## src/verilog/rsc_consts.vh

```
// Constants for the reset source controller: register layout, reset values and timing counts.
`ifndef RSC_CONSTS_VH
`define RSC_CONSTS_VH
// ==========================================================================
// Register map
`define RSC_REG_ADDR        8'hef
`define RSC_BIT_MEMORY_ERROR_FLAG      6
`define RSC_BIT_CMP         5
`define RSC_BIT_SW          4
`define RSC_BIT_WDT         3
`define RSC_BIT_MCD         2
`define RSC_BIT_POR         1
`define RSC_BIT_PIN         0
// ==========================================================================
// Reset values driven into the core
`define RSC_PORT_LATCH_RST  8'hff
`define RSC_PC_RST          16'h0000
`define RSC_CLKSEL_INTERNAL 1'b0
`define RSC_FLAGS_RST       8'h02
// ==========================================================================
// Timing
`define RSC_WDT_DIV         4'hc
`define RSC_HOLD_CYCLES     4'h8
`endif

```

## src/verilog/rsc_reset_ctrl.v

```verilog
// Reset source controller: collects reset requests, holds the core and keeps the cause flags.
`timescale 1ns/10ps
`include "rsc_consts.vh"

// Contract
// - In reset the core halts, registers load defaults, pins known, interrupts and timers off.
// - Reset leaves data memory intact but returns the stack pointer to its default.
// - Port latches go to all ones, open-drain, weak pullups on during and after.
// - Power-on or supply monitor reset drives the reset pin low until reset exits.
// - On exit the program counter clears and the clock returns to internal oscillator.
// - After reset the watchdog runs enabled, ticking at system clock divided by twelve.
// - First fetch after release comes from program address zero.
// - Bit 6 read-only, set when a program-memory error caused the last reset.
// - Writing bit 5 enables comparator (active low) reset; reads show comparator cause.
// - Writing one to bit 4 forces reset; read shows software caused last reset.
// - Bit 3 read-only, set when a watchdog overflow caused the last reset.
// - Writing bit 2 enables the missing-clock detector; reads show its timeout cause.
// - Writing bit 1 enables supply monitor as reset source; may reset if it is low.
// - Bit 1 reads one after power-on or supply reset; other flags then undefined.
// - Bit 0 read-only, set for pin reset; bit 7 always reads zero.
module rsc_reset_ctrl
(
    // Clock and power-on reset
    input  wire        clk_sys_i,
    input  wire        reset_i,
    // Reset request sources
    input  wire        rst_pin_n_i,
    input  wire        vdd_low_i,
    input  wire        wdt_overflow_i,
    input  wire        clock_missing_i,
    input  wire        cmp_out_i,
    input  wire        mem_error_i,
    // Special function register port
    input  wire [7:0]  sfr_addr_i,
    input  wire        sfr_wr_i,
    input  wire [7:0]  sfr_wdata_i,
    output reg  [7:0]  sfr_rdata_o,
    // Reset pin drive
    output reg         rst_pin_out_o,
    output reg         rst_pin_oe_o,
    // Core reset controls
    output reg         core_reset_o,
    output reg         sfr_load_default_o,
    output reg         sp_reset_o,
    output reg         irq_timer_disable_o,
    output reg  [7:0]  port_latch_o,
    output reg         port_open_drain_o,
    output reg         weak_pullup_en_o,
    output reg  [15:0] pc_value_o,
    output reg         clk_sel_o,
    output reg         wdt_enable_o,
    output reg         wdt_tick_o
);

    // ======================================================================
    // States
    localparam [2:0] ST_HOLD = 3'b001;
    localparam [2:0] ST_WAIT = 3'b010;
    localparam [2:0] ST_RUN  = 3'b100;

    reg  [2:0] state_ff;
    reg  [2:0] nxt_state;
    reg  [3:0] hold_ff;
    reg  [7:0] flags_ff;
    reg  [7:0] nxt_flags;
    reg        cmp_en_ff;
    reg        mcd_en_ff;
    reg        vmon_en_ff;
    reg        vmon_cause_ff;
    reg        start_ff;
    wire       reg_wr;
    wire       div_tick;
    wire       pin_req;
    wire       vmon_req;
    wire       any_req;

    assign reg_wr   = sfr_wr_i && (sfr_addr_i == `RSC_REG_ADDR) && (state_ff == ST_RUN);
    assign pin_req  = ~rst_pin_n_i;
    // A write that enables the monitor while the supply is low resets at once.
    assign vmon_req = vdd_low_i && (vmon_en_ff || (reg_wr && sfr_wdata_i[`RSC_BIT_POR]));
    assign any_req  = pin_req || vmon_req || wdt_overflow_i || mem_error_i
                   || (mcd_en_ff && clock_missing_i)
                   || (cmp_en_ff && ~cmp_out_i)
                   || (reg_wr && sfr_wdata_i[`RSC_BIT_SW]);

    // ======================================================================
    // Cause capture, one flag per reset, highest priority first
    always @*
    begin
        nxt_flags = 8'h00;
        if (vmon_req)
            nxt_flags[`RSC_BIT_POR] = 1'b1;
        else if (pin_req)
            nxt_flags[`RSC_BIT_PIN] = 1'b1;
        else if (mem_error_i)
            nxt_flags[`RSC_BIT_MEMORY_ERROR_FLAG] = 1'b1;
        else if (wdt_overflow_i)
            nxt_flags[`RSC_BIT_WDT] = 1'b1;
        else if (mcd_en_ff && clock_missing_i)
            nxt_flags[`RSC_BIT_MCD] = 1'b1;
        else if (cmp_en_ff && ~cmp_out_i)
            nxt_flags[`RSC_BIT_CMP] = 1'b1;
        else
            nxt_flags[`RSC_BIT_SW] = 1'b1;
    end

    // ======================================================================
    // Sequencer
    always @*
    begin
        nxt_state = state_ff;
        case (state_ff)
            ST_HOLD:
                if (hold_ff == `RSC_HOLD_CYCLES - 4'h1 && !pin_req)
                    nxt_state = ST_WAIT;
            ST_WAIT:
                nxt_state = pin_req ? ST_HOLD : ST_RUN;
            ST_RUN:
                if (any_req)
                    nxt_state = ST_HOLD;
            default:
                nxt_state = ST_HOLD;
        endcase
    end

    always @(posedge clk_sys_i)
    begin
        if (reset_i)
        begin
            state_ff      <= ST_HOLD;
            hold_ff       <= 4'h0;
            flags_ff      <= `RSC_FLAGS_RST;
            cmp_en_ff     <= 1'b0;
            mcd_en_ff     <= 1'b0;
            vmon_en_ff    <= 1'b1;
            vmon_cause_ff <= 1'b1;
        end
        else
        begin
            state_ff <= nxt_state;
            if (state_ff != ST_HOLD || pin_req)
                hold_ff <= 4'h0;
            else if (hold_ff != `RSC_HOLD_CYCLES - 4'h1)
                hold_ff <= hold_ff + 4'h1;
            if (state_ff == ST_RUN && any_req)
            begin
                flags_ff      <= nxt_flags;
                vmon_cause_ff <= nxt_flags[`RSC_BIT_POR];
                // Enables fall back to defaults; the supply monitor is armed again.
                cmp_en_ff     <= 1'b0;
                mcd_en_ff     <= 1'b0;
                vmon_en_ff    <= 1'b1;
            end
            else if (reg_wr)
            begin
                cmp_en_ff  <= sfr_wdata_i[`RSC_BIT_CMP];
                mcd_en_ff  <= sfr_wdata_i[`RSC_BIT_MCD];
                vmon_en_ff <= sfr_wdata_i[`RSC_BIT_POR];
            end
            if (state_ff == ST_RUN && nxt_state == ST_HOLD)
                vmon_cause_ff <= nxt_flags[`RSC_BIT_POR];
            else if (nxt_state == ST_RUN)
                vmon_cause_ff <= 1'b0;
        end
    end

    // ======================================================================
    // Outputs, all registered
    always @(posedge clk_sys_i)
    begin
        if (reset_i)
        begin
            sfr_rdata_o         <= 8'h00;
            rst_pin_out_o       <= 1'b0;
            rst_pin_oe_o        <= 1'b1;
            core_reset_o        <= 1'b1;
            sfr_load_default_o  <= 1'b1;
            sp_reset_o          <= 1'b1;
            irq_timer_disable_o <= 1'b1;
            port_latch_o        <= `RSC_PORT_LATCH_RST;
            port_open_drain_o   <= 1'b1;
            weak_pullup_en_o    <= 1'b1;
            pc_value_o          <= `RSC_PC_RST;
            clk_sel_o           <= `RSC_CLKSEL_INTERNAL;
            wdt_enable_o        <= 1'b0;
            start_ff            <= 1'b0;
        end
        else
        begin
            sfr_rdata_o   <= (sfr_addr_i == `RSC_REG_ADDR) ? {1'b0, flags_ff[6:0]} : 8'h00;
            rst_pin_out_o <= 1'b0;
            // On entry the cause is taken from the request itself, so the pin drives from the first reset cycle.
            rst_pin_oe_o  <= (nxt_state != ST_RUN) && ((state_ff == ST_RUN) ? nxt_flags[`RSC_BIT_POR] : vmon_cause_ff);
            core_reset_o        <= (nxt_state != ST_RUN);
            sfr_load_default_o  <= (nxt_state != ST_RUN);
            sp_reset_o          <= (nxt_state != ST_RUN);
            irq_timer_disable_o <= (nxt_state != ST_RUN);
            weak_pullup_en_o    <= 1'b1;
            if (nxt_state != ST_RUN)
            begin
                port_latch_o      <= `RSC_PORT_LATCH_RST;
                port_open_drain_o <= 1'b1;
                pc_value_o        <= `RSC_PC_RST;
                clk_sel_o         <= `RSC_CLKSEL_INTERNAL;
            end
            start_ff     <= (nxt_state == ST_RUN);
            wdt_enable_o <= (nxt_state == ST_RUN);
        end
    end

    // ======================================================================
    // Watchdog clock divider, restarted on every reset
    rsc_wdt_div rsc_wdt_div_inst
    (
        .clk_sys_i (clk_sys_i),
        .clear_i   (reset_i || !start_ff),
        .tick_o    (div_tick)
    );

    always @(posedge clk_sys_i)
    begin
        if (reset_i)
            wdt_tick_o <= 1'b0;
        else
            wdt_tick_o <= div_tick && start_ff;
    end

endmodule

```

## src/verilog/rsc_wdt_div.v

```verilog
// Divide-by-twelve enable generator that clocks the watchdog after reset.
`timescale 1ns/10ps
`include "rsc_consts.vh"

module rsc_wdt_div
(
    // Clock and reset
    input  wire       clk_sys_i,
    input  wire       clear_i,
    // Tick output
    output reg        tick_o
);

    reg  [3:0] count_ff;

    // ======================================================================
    // Divider
    always @(posedge clk_sys_i)
    begin
        if (clear_i)
        begin
            count_ff <= 4'h0;
            tick_o   <= 1'b0;
        end
        else if (count_ff == `RSC_WDT_DIV - 4'h1)
        begin
            count_ff <= 4'h0;
            tick_o   <= 1'b1;
        end
        else
        begin
            count_ff <= count_ff + 4'h1;
            tick_o   <= 1'b0;
        end
    end

endmodule

```

## config.mk

```make
export PLATFORM = sky130hd
export DESIGN_NAME = rsc_reset_ctrl
export DESIGN_NICKNAME = d
export VERILOG_FILES = /design/src/verilog/rsc_reset_ctrl.v /design/src/verilog/rsc_wdt_div.v
export VERILOG_INCLUDE_DIRS = /design/src /design/src/verilog
export SDC_FILE = /design/constraint.sdc
export NUM_CORES = 1
export LEC_CHECK = 0
export ABC_CLOCK_PERIOD_IN_PS = 3500
export BUFFER_PORTS_ARGS = -buffer_cell sky130_fd_sc_hd__buf_4
export CAP_MARGIN = 20
export CORE_UTILIZATION = 45
export DETAILED_ROUTE_END_ITERATION = 8
export PLACE_DENSITY_LB_ADDON = 0.2
export SLEW_MARGIN = 20
export SYNTH_ARGS = -nofsm -noshare
export SYNTH_HDL_FRONTEND = slang
export SYNTH_SLANG_ARGS = --single-unit
export TNS_END_PERCENT = 1
```

## constraint.sdc

```tcl
create_clock -name clk_sys_i -period 3.5 [get_ports clk_sys_i]
set_input_delay 0.35 -clock clk_sys_i [delete_from_list [all_inputs] [get_ports clk_sys_i]]
set_output_delay 0.35 -clock clk_sys_i [all_outputs]
set_load 0.05 [all_outputs]
```

=== Word-level counts from Yosys, hierarchy flattened ===
Index checks and enable logic that the tools add are counted.

* Add/sub/neg operators: 2
* Equality and inequality tests: 11
* Mux-type cells: 23
* Bitwise logic cells: 3
* Reduce and logical (&&, ||, !) cells: 27

{| class="wikitable"
|+ Operator list
! cell !! count
|-
| $mux W1 || 14
|-
| $logic_and A1 B1 Y1 || 12
|-
| $mux W5 || 2
|-
| $logic_or A1 B1 Y1 || 9
|-
| $mux W3 || 3
|-
| $pmux W3 S3 || 1
|-
| $add A4 B1 Y4 const B || 2
|-
| $eq A8 B8 Y1 const B || 1
|-
| $reduce_or A2 Y1 || 4
|-
| $eq A3 B1 Y1 const B || 2
|-
| $eq A3 B3 Y1 const B || 2
|-
| $eq A4 B3 Y1 const B || 1
|-
| $eq A4 B4 Y1 const B || 1
|-
| $mux W2 || 2
|-
| $mux W4 || 1
|-
| $ne A4 B3 Y1 const B || 1
|-
| $eq A3 B2 Y1 const B || 1
|-
| $ne A3 B1 Y1 const B || 1
|-
| $ne A3 B3 Y1 const B || 1
|-
| $not A1 Y1 || 3
|-
| $reduce_bool A3 Y1 || 1
|-
| $logic_not A1 Y1 || 1
|}

* Register bits: 35
* Bits of input ports: 25
* Output and inout port bits: 43

=== Depth between registers and ports, before layout ===
Gate-level depths: netlist of run 1.

* Depth in word-level cells: 17
* Gate-level depth with buffers: 6
* Mapped depth without buffers: 5

=== Hierarchy ===
Synthesis of run 1 repeated with hierarchy kept, for this count alone.

* Cells, all modules: 195
* Area, all modules: 1783.0 um^2

{| class="wikitable"
|+ Modules (own cells, without submodules)
! module !! instances !! cells each !! area an instance (um^2)
|-
| rsc_reset_ctrl || 1 || 177 || 1584.0
|-
| rsc_wdt_div || 1 || 18 || 198.9
|}

=== Worst setup path after synthesis of run 1 ===
OpenSTA, ideal clock, no wires.

* Path kind: input -> register
* Start point: input port wdt_overflow_i
* End point: register state_ff[0]
* Library setup time: 0.131 ns
* Arrival time: 1.590 ns
* Data required time: 3.369 ns
* Setup slack: 1.780 ns
* Stages on the path: 4
* Cells stage by stage: or3b_1 > or4b_4 > o22ai_4 > o21ai_0

* Longest elaborated chain between the ends: 7

{| class="wikitable"
|+ Ends and longest elaborated chain
! element !! line !! text
|-
| start, declared || rsc_reset_ctrl.v:29 || <nowiki>input wire wdt_overflow_i,</nowiki>
|-
| $logic_or A1 B1 Y1 (2 in series) || rsc_reset_ctrl.v:81 || <nowiki>assign any_req = pin_req || vmon_req || wdt_overflow_i || mem_error_i</nowiki>
|-
| $logic_or A1 B1 Y1 || rsc_reset_ctrl.v:82 || <nowiki>|| (mcd_en_ff && clock_missing_i)</nowiki>
|-
| $logic_or A1 B1 Y1 || rsc_reset_ctrl.v:83 || <nowiki>|| (cmp_en_ff && ~cmp_out_i)</nowiki>
|-
| $logic_or A1 B1 Y1 || rsc_reset_ctrl.v:81 ||
|-
| $mux W3 || rsc_reset_ctrl.v:119 || <nowiki>if (any_req)</nowiki>
|-
| $pmux W3 S3 || rsc_reset_ctrl.v:112 || <nowiki>case (state_ff)</nowiki>
|-
| end signal, assigned || rsc_reset_ctrl.v:140 || <nowiki>state_ff <= nxt_state;</nowiki>
|-
| end, declared || rsc_reset_ctrl.v:61 || <nowiki>reg [2:0] state_ff;</nowiki>
|}

No other way between the ends.
A chain may end at the register's enable or synchronous reset.

=== Final worst setup path of run 1 ===
* Start point: input port wdt_overflow_i
* End point: register flags_ff[2]

* Longest elaborated chain between the ends: 6
* Elaborated cells between the ends (all ways): 10
* Those cells by class: mux: 4; reduce/logical: 6

{| class="wikitable"
|+ Ends and longest elaborated chain
! element !! line !! text
|-
| branches (longest 6 deep; another with $mux W5) || n/a ||
|-
| end signal, assigned || rsc_reset_ctrl.v:132 || <nowiki>flags_ff <= `RSC_FLAGS_RST;</nowiki>
|-
| end signal, assigned || rsc_reset_ctrl.v:147 || <nowiki>flags_ff <= nxt_flags;</nowiki>
|-
| end, declared || rsc_reset_ctrl.v:64 || <nowiki>reg [7:0] flags_ff;</nowiki>
|}

Parallel ways; which one is timed is not known.

==> impl_metrics.tcl, run 1 <==
set metrics [dict create \
    status "complete, no violations" \
    combPwrFrac_pct 13.6 \
    final-hold-violation-count 0 \
    fin_crit_sh_pct 45.9 \
    rsz0062_at_grt "false" \
    drive_gt1_share_pct 23.5 \
    hold_slack_ns 0.222 \
    worstSkewPairLatency_ns 0.33 \
    startpoint_type "primary input" \
    place_congestion 0.687 \
    placementRows 21 \
    hold_path.class "primary input to register" \
    clock-sinks 34 \
    drtIter0Drc 28 \
    arrival_ns 1.88 \
    track_usage_pct 15.4 \
    critical_path_class "primary input to register" \
    die_w_um 61.5 \
    fin_setup_tns_ns 0 \
    ios 68 \
    die_h_um 61.5 \
    critPathMaxFanout 6 \
    routed_wl_mm 2.57 \
    h-tree-depth 2 \
    grt_start_max_net_pins 14 \
    postRouteAntennaNets 0 \
    core_area_sq_um 3360 \
    nets 230 \
    grt_antenna_before_repair 0 \
    crit_required_ns 3.77 \
    place_ws_ns 1.56 \
    hpwl_mm 1.99 \
    skew_ns 0.0122 \
    clkSlewWorstSetupHoldPaths_ns 0.11 \
    max_cap_viol_count 0 \
    synth_cell_type_count 41 \
    slowest_stage "or4b_4" \
    num_antenna_cells 0 \
    ir_drop_mv 0.226 \
    fill_cells 320 \
    hold_buffers 0 \
    grt_pass1_wl_mm 4.08 \
    viasPerCell 4.85 \
    period_minus_slack_ns 1.61 \
    cts_tree "yes" \
    setup_slack_ns 1.89 \
    syn-mean-instance-area_sq_um 9.42 \
    crit_family "simple AND/OR/NAND/NOR gates" \
    die_area_sq_um 3780 \
    grt-ovfl-total 0 \
    cts_buffer_depth 2 \
    cp_slowest_stage_delay_ns 0.56 \
    grt_pass1_vias 1005 \
    p_total_mw 0.772 \
    num_vias 1213 \
    syn_area_sq_um 1590 \
    leakage_nw 0.800 \
    worstPathCellList "buf_4 > or3b_1 > or4b_4 > o22ai_4 > a32o_1" \
    cts-root-buf "clkbuf_4" \
    worst_setup_path_end_kind "register" \
    post_cts_buffers 0 \
    areaGrowthSynthToFinish_pct 15.4 \
    port-buffer-count 34 \
    p_per_area_nw_per_um2 420 \
    fin_util_pct 54.7 \
    route.detailed.drc 0 \
    final_cell_mix "35 x buf_4, 34 x dfxtp_1, 29 x conb_1" \
    post_cts_resized 0 \
    netlist_instances 169 \
    power_switching_share_pct 28.0 \
    synth-seq-cells 34 \
    ys.warnings.count 0 \
    worstMarginPinSlew_ns 0.630 \
    max_freq_mhz 623 \
    p_int_mw 0.556 \
    cts-buffers-inserted 5 \
    layout_commonest_cell "buf_4" \
    slew-limit-headroom_pct 57.7 \
    first_pass_iters 5 \
    cp_num_buf_inv 1 \
    power.share.sequential_pct 50.3 \
    yosysSeqAreaShare_pct 42.7 \
    switchingPower_mw 0.216 \
    start_util_pct 47.4 \
    finalSetupViolCount 0 \
    power_frac_clock_pct 36.0 \
    avgRoutedWirePerCell_um 10.3 \
    slew_violations 0 \
]
==> power groups by stage <==
stage / clock network, mW / registers (mW) / logic, mW
3_5_place_dp: 0 / 0.398 / 0.105
3_3_place_gp: 0 / 0.398 / 0.104
5_1_grt: 0.308 / 0.389 / 0.111
4_1_cts: 0.286 / 0.389 / 0.105
2_1_floorplan: 0 / 0.398 / 0.108
6_report: 0.278 / 0.389 / 0.105
==> kinds of logic after synthesis <==
group / after synthesis / share of synthesized area (%)
and+or+nand+nor: 60 / 21.8
buffers and inverters: 40 / 17.1
DFF: 34 / 42.7
AOI/OAI and AO/OA: 25 / 12.7
xor gates and xnor gates: 4 / 2.20
adders and majority gates: 2 / 1.57
other: 2 / 0.472
muxes: 2 / 1.34
==> synthesized netlist by cell type, drive strengths merged <==
cell type,n,share of area (%)
buf,34,16
dfxtp,34,43
nor2,13,3.1
and2,8,3.1
a22o,5,2.7
inv,5,1.2
nand2,5,1.2
nor2b,5,2.0
nor3,5,1.9
a21oi,4,1.3
a32o,4,2.5
nand3,4,1.3
o21ai,4,1.3
nand2b,3,1.2
nand4,3,1.2
xor2,3,1.6
a31oi,2,0.79
and3b,2,1.1
conb,2,0.47
ha,2,1.6
nand3b,2,0.94
nor3b,2,0.94
nor4,2,0.79
o22ai,2,2.0
a21boi,1,0.47
a22oi,1,0.47
a311o,1,0.63
a311oi,1,0.55
and3,1,0.39
clkbuf,1,0.24
mux2,1,0.71
mux2i,1,0.63
nand4b,1,0.55
or2b,1,0.47
or3,1,0.39
or3b,1,0.55
or4b,1,0.86
xnor2,1,0.55
==> layout make-up <==
cell class | count | area (sq um) | area share (%)
multi-input combinational | 122 | 741 | 40.3
sequential | 34 | 681 | 37.0
timing repair buffer | 35 | 263 | 14.3
tap | 46 | 57.6 | 3.13
clock inverter | 3 | 40.0 | 2.18
clock buffer | 5 | 37.5 | 2.04
inverter | 5 | 18.8 | 1.02
==> worst reg2reg max path: stages, from the launching register on <==
cell and delay, ns:
dfxtp_1 0.32, and2_1 0.17, or4b_4 0.60, o22ai_4 0.26, a32o_1 0.17
==> final timing paths <==
check,slack (ns),cells past startpoint,from,end
max,1.89,5,wdt_overflow_i,flags_ff[2]
min,0.22,2,sfr_wdata_i[2],mcd_en_ff
max reg2reg,1.92,4,mcd_en_ff,flags_ff[2]
min reg2reg,0.46,1,rsc_wdt_div_inst.count_ff[0],rsc_wdt_div_inst.count_ff[0]
==> through the flow <==
stage	std cells	area, sq um
global placement	242	1760
CTS	250	1840
global route	250	1840
finish	250	1840
detailed placement	242	1760
floorplan	196	1690
==> sequential cells by signal, indices dropped and copies added, names as in the netlist <==
| register | flops |
|---|---|
| vmon_en_ff | 1 |
| cmp_en_ff | 1 |
| sfr_rdata_o | 7 |
| flags_ff | 7 |
| rst_pin_oe_o | 1 |
| hold_ff | 4 |
| state_ff | 3 |
| wdt_tick_o | 1 |
| start_ff | 1 |
| irq_timer_disable_o | 1 |
| rsc_wdt_div_inst.count_ff | 4 |
| vmon_cause_ff | 1 |
| mcd_en_ff | 1 |
| rsc_wdt_div_inst.tick_o | 1 |
==> per-layer routing <==
metal,part of all wire (%),global-route usage (%),vias up
met1,43,16.8,549
met4,2.5,10.2,0
met2,48,26.0,65
met3,7.2,4.20,6
met5,0,0,-
li1,-,-,593
No activity file was read; power rests on OpenSTA's default activity.
==> inputs of run 2 (changes only) <==
--- a/config.mk
+++ b/config.mk
@@ -6,7 +6,8 @@
 export SDC_FILE = /design/constraint.sdc
 export NUM_CORES = 1
 export LEC_CHECK = 0
-export ABC_CLOCK_PERIOD_IN_PS = 3500
+export ABC_AREA = 1
+export ABC_CLOCK_PERIOD_IN_PS = 1700
 export BUFFER_PORTS_ARGS = -buffer_cell sky130_fd_sc_hd__buf_4
 export CAP_MARGIN = 20
 export CORE_UTILIZATION = 45
==> constraint.sdc (replaced) <==
create_clock -name clk_sys_i -period 1.7 [get_ports clk_sys_i]
set_input_delay 0.17 -clock clk_sys_i [delete_from_list [all_inputs] [get_ports clk_sys_i]]
set_output_delay 0.17 -clock clk_sys_i [all_outputs]
set_load 0.05 [all_outputs]
==> impl_metrics.tcl, run 2 <==
set metrics [dict create \
    synthMostInstantiatedCell "dfxtp_1" \
    crit_required_ns 1.87 \
    p_int_mw 1.28 \
    post_cts_buffers 0 \
    period_minus_slack_ns 1.46 \
    postRouteAntennaNets 0 \
    setup_slack_ns 0.245 \
    post_cts_resized 0 \
    power_switching_share_pct 25.9 \
    slowest_stage "dfxtp_1" \
    worstPathCellList "nor2_2 > nand2_2 > nor2_2 > nand3_2 > nand2_4 > nand2_4 > nand3_4 > nand2_4 > nand2_1 > nor2_1" \
    num_antenna_cells 0 \
    crit_family "simple AND/OR/NAND/NOR gates" \
    areaGrowthSynthToFinish_pct 16.6 \
    yosysSeqAreaShare_pct 39.8 \
    power_frac_clock_pct 40.7 \
    ios 68 \
    yosysTopAreaCellShare_pct 39.8 \
    cts-buffers-inserted 5 \
    netlist_instances 210 \
    hp-start "reset_i" \
    drtIter0Drc 33 \
    drive_gt1_share_pct 25.9 \
    avgRoutedWirePerCell_um 8.82 \
    switchingPower_mw 0.447 \
    synth-seq-cells 34 \
    hpwl_mm 2.06 \
    clkSlewWorstSetupHoldPaths_ns 0.06 \
    ys.warnings.count 0 \
    route.detailed.drc 0 \
    synth_area_leader_cell "dfxtp_1" \
    top_regs "flags_ff (7), sfr_rdata_o (7)" \
    grt_pass1_wl_mm 4.50 \
    h-tree-depth 2 \
    place_congestion 0.803 \
    holdPathStages 2 \
    syn-mean-instance-area_sq_um 8.14 \
    power.share.sequential_pct 46.4 \
    ys_top_cells_by_area "dfxtp_1 40%, buf_4 14%, nand2_1 6.1%" \
    worst_setup_path_end_kind "register" \
    cts_tree "yes" \
    grt-ovfl-total 0 \
    r2r_slack_ns 0.24 \
    die_h_um 63.6 \
    max_freq_mhz 687 \
    track_usage_pct 14.1 \
    placementRows 22 \
    hold_path.class "primary input to register" \
    die_w_um 63.6 \
    async_flop_share_pct 0 \
    arrival_ns 1.63 \
    skew_ns 0.00207 \
    timing.rr.start "state_ff[0]" \
    hold_end "wdt_tick_o" \
    first_pass_iters 4 \
    startpoint_type "register" \
    critPathMaxFanout 11 \
    synth_edf_count 0 \
    ys.flop_type "dfxtp_1" \
    rsz0062_at_grt "false" \
    combPwrFrac_pct 12.9 \
    slew_violations 0 \
    port-buffer-count 34 \
    hold_buffers 0 \
    synth_cell_type_count 31 \
    clock-sinks 34 \
    num_vias 1254 \
    syn_area_sq_um 1710 \
    place_ws_ns 0.227 \
    reg2regPathDepth 10 \
    max_cap_viol_count 0 \
    fin_util_pct 54.4 \
    routed_wl_mm 2.60 \
    core_area_sq_um 3660 \
    worstSkewPairLatency_ns 0.28 \
    yosys-top-cells-count "34 x dfxtp_1, 32 x buf_4, 28 x nand2_1, 25 x inv_1, 21 x nor2_1" \
    die_area_sq_um 4050 \
    fin_setup_tns_ns 0 \
    nets 273 \
    start_util_pct 46.7 \
    worstReg2RegEnd "mcd_en_ff" \
    leakage_nw 0.934 \
    cp_num_buf_inv 0 \
    final-hold-violation-count 0 \
    grt_start_max_net_pins 12 \
    fill_cells 384 \
    cts_buffer_depth 2 \
    cp_slowest_stage_delay_ns 0.31 \
    finalSetupViolCount 0 \
    status "complete, no violations" \
    grt_antenna_before_repair 0 \
    cpMostUsedCell "nand2_4" \
    ir_drop_mv 0.457 \
    viasPerCell 4.25 \
    layout_commonest_cell "buf_4" \
    fin_crit_sh_pct 85.6 \
    p_per_area_nw_per_um2 867 \
    final_cell_mix "37 x buf_4, 34 x dfxtp_1, 29 x conb_1" \
    cts-root-buf "clkbuf_8" \
    critical_path_class "register to register" \
    grt_pass1_vias 1142 \
]
run 2: cell count changes in the layout (fill, tap and decap cells not counted), moves of 4 or more:
cell	change
nor2b_1	-5
a21oi_1	+5
clkbuf_8	+5
nand3_2	+7
inv_1	+20
nand3_1	+5
nand4_1	+9
nand2_1	+23
a32o_1	-4
a22o_1	-5
clkbuf_4	-5
and2_1	-8
nor2_1	+8
run 2: per-layer routing:
metal | routed length (um) | GRT usage (%) | part of all wire, % | vias up
li1 | - | - | - | 678
met1 | 1190 | 15.0 | 46 | 533
met2 | 1220 | 25.4 | 47 | 37
met3 | 152 | 4.71 | 5.8 | 6
met4 | 34 | 5.11 | 1.3 | 0
met5 | 0 | 0 | 0 | -
run 2: per-stage QoR:
stage | cell area (sq um) | std cells | total power [mW] | hold WS (ns)
after CTS | 1990 | 295 | 1.75 | 0.0780
final | 1990 | 295 | 1.73 | 0.0874
after detailed placement | 1890 | 287 | 1.04 | 0.378
after floorplan | 1810 | 237 | 1.04 | 0.239
after global placement | 1890 | 287 | 1.04 | 0.377
after global routing | 1990 | 295 | 1.80 | 0.0801
run 2: logic make-up after synthesis:
logic type / Yosys count / share of synthesized area (%)
adders and majority gates: 2 / 1.46
xor gates and xnor gates: 2 / 1.03
AOI/OAI and AO/OA: 15 / 5.49
buffers and inverters: 62 / 21.2
muxes: 1 / 0.586
and+or+nand+nor: 92 / 29.9
DFF: 34 / 39.8
other: 2 / 0.439
run 2: power by group through the flow:
stage	Clock, mW	Combinational (mW)	Sequential (mW)
2_1_floorplan	0	0.225	0.819
3_3_place_gp	0	0.222	0.819
3_5_place_dp	0	0.223	0.819
4_1_cts	0.726	0.223	0.801
5_1_grt	0.763	0.236	0.800
6_report	0.703	0.223	0.801
run 2: area by class of cell:
| type | instances | area [sq um] | area share, % |
|---|---|---|---|
| clock buffers | 7 | 76.3 | 3.83 |
| clock inverters | 1 | 30.0 | 1.51 |
| inverters | 27 | 101 | 5.08 |
| multi-input cells | 141 | 767 | 38.5 |
| flip-flops and latches | 34 | 681 | 34.1 |
| well taps | 48 | 60.1 | 3.01 |
| repair buffers | 37 | 278 | 13.9 |
run 2: how the worst max path moves through the flow:
| stage | slack, ns | cells past startpoint | end | from |
|---|---|---|---|---|
| after floorplan | 0.34 | 9 | flags_ff[1] | state_ff[0] |
| after global placement | 0.25 | 7 | irq_timer_disable_o | wdt_overflow_i |
| after detailed placement | 0.23 | 7 | irq_timer_disable_o | wdt_overflow_i |
| after CTS | 0.23 | 10 | mcd_en_ff | state_ff[0] |
| after global routing | 0.03 | 8 | hold_ff[0] | state_ff[0] |
| final | 0.24 | 10 | mcd_en_ff | state_ff[0] |
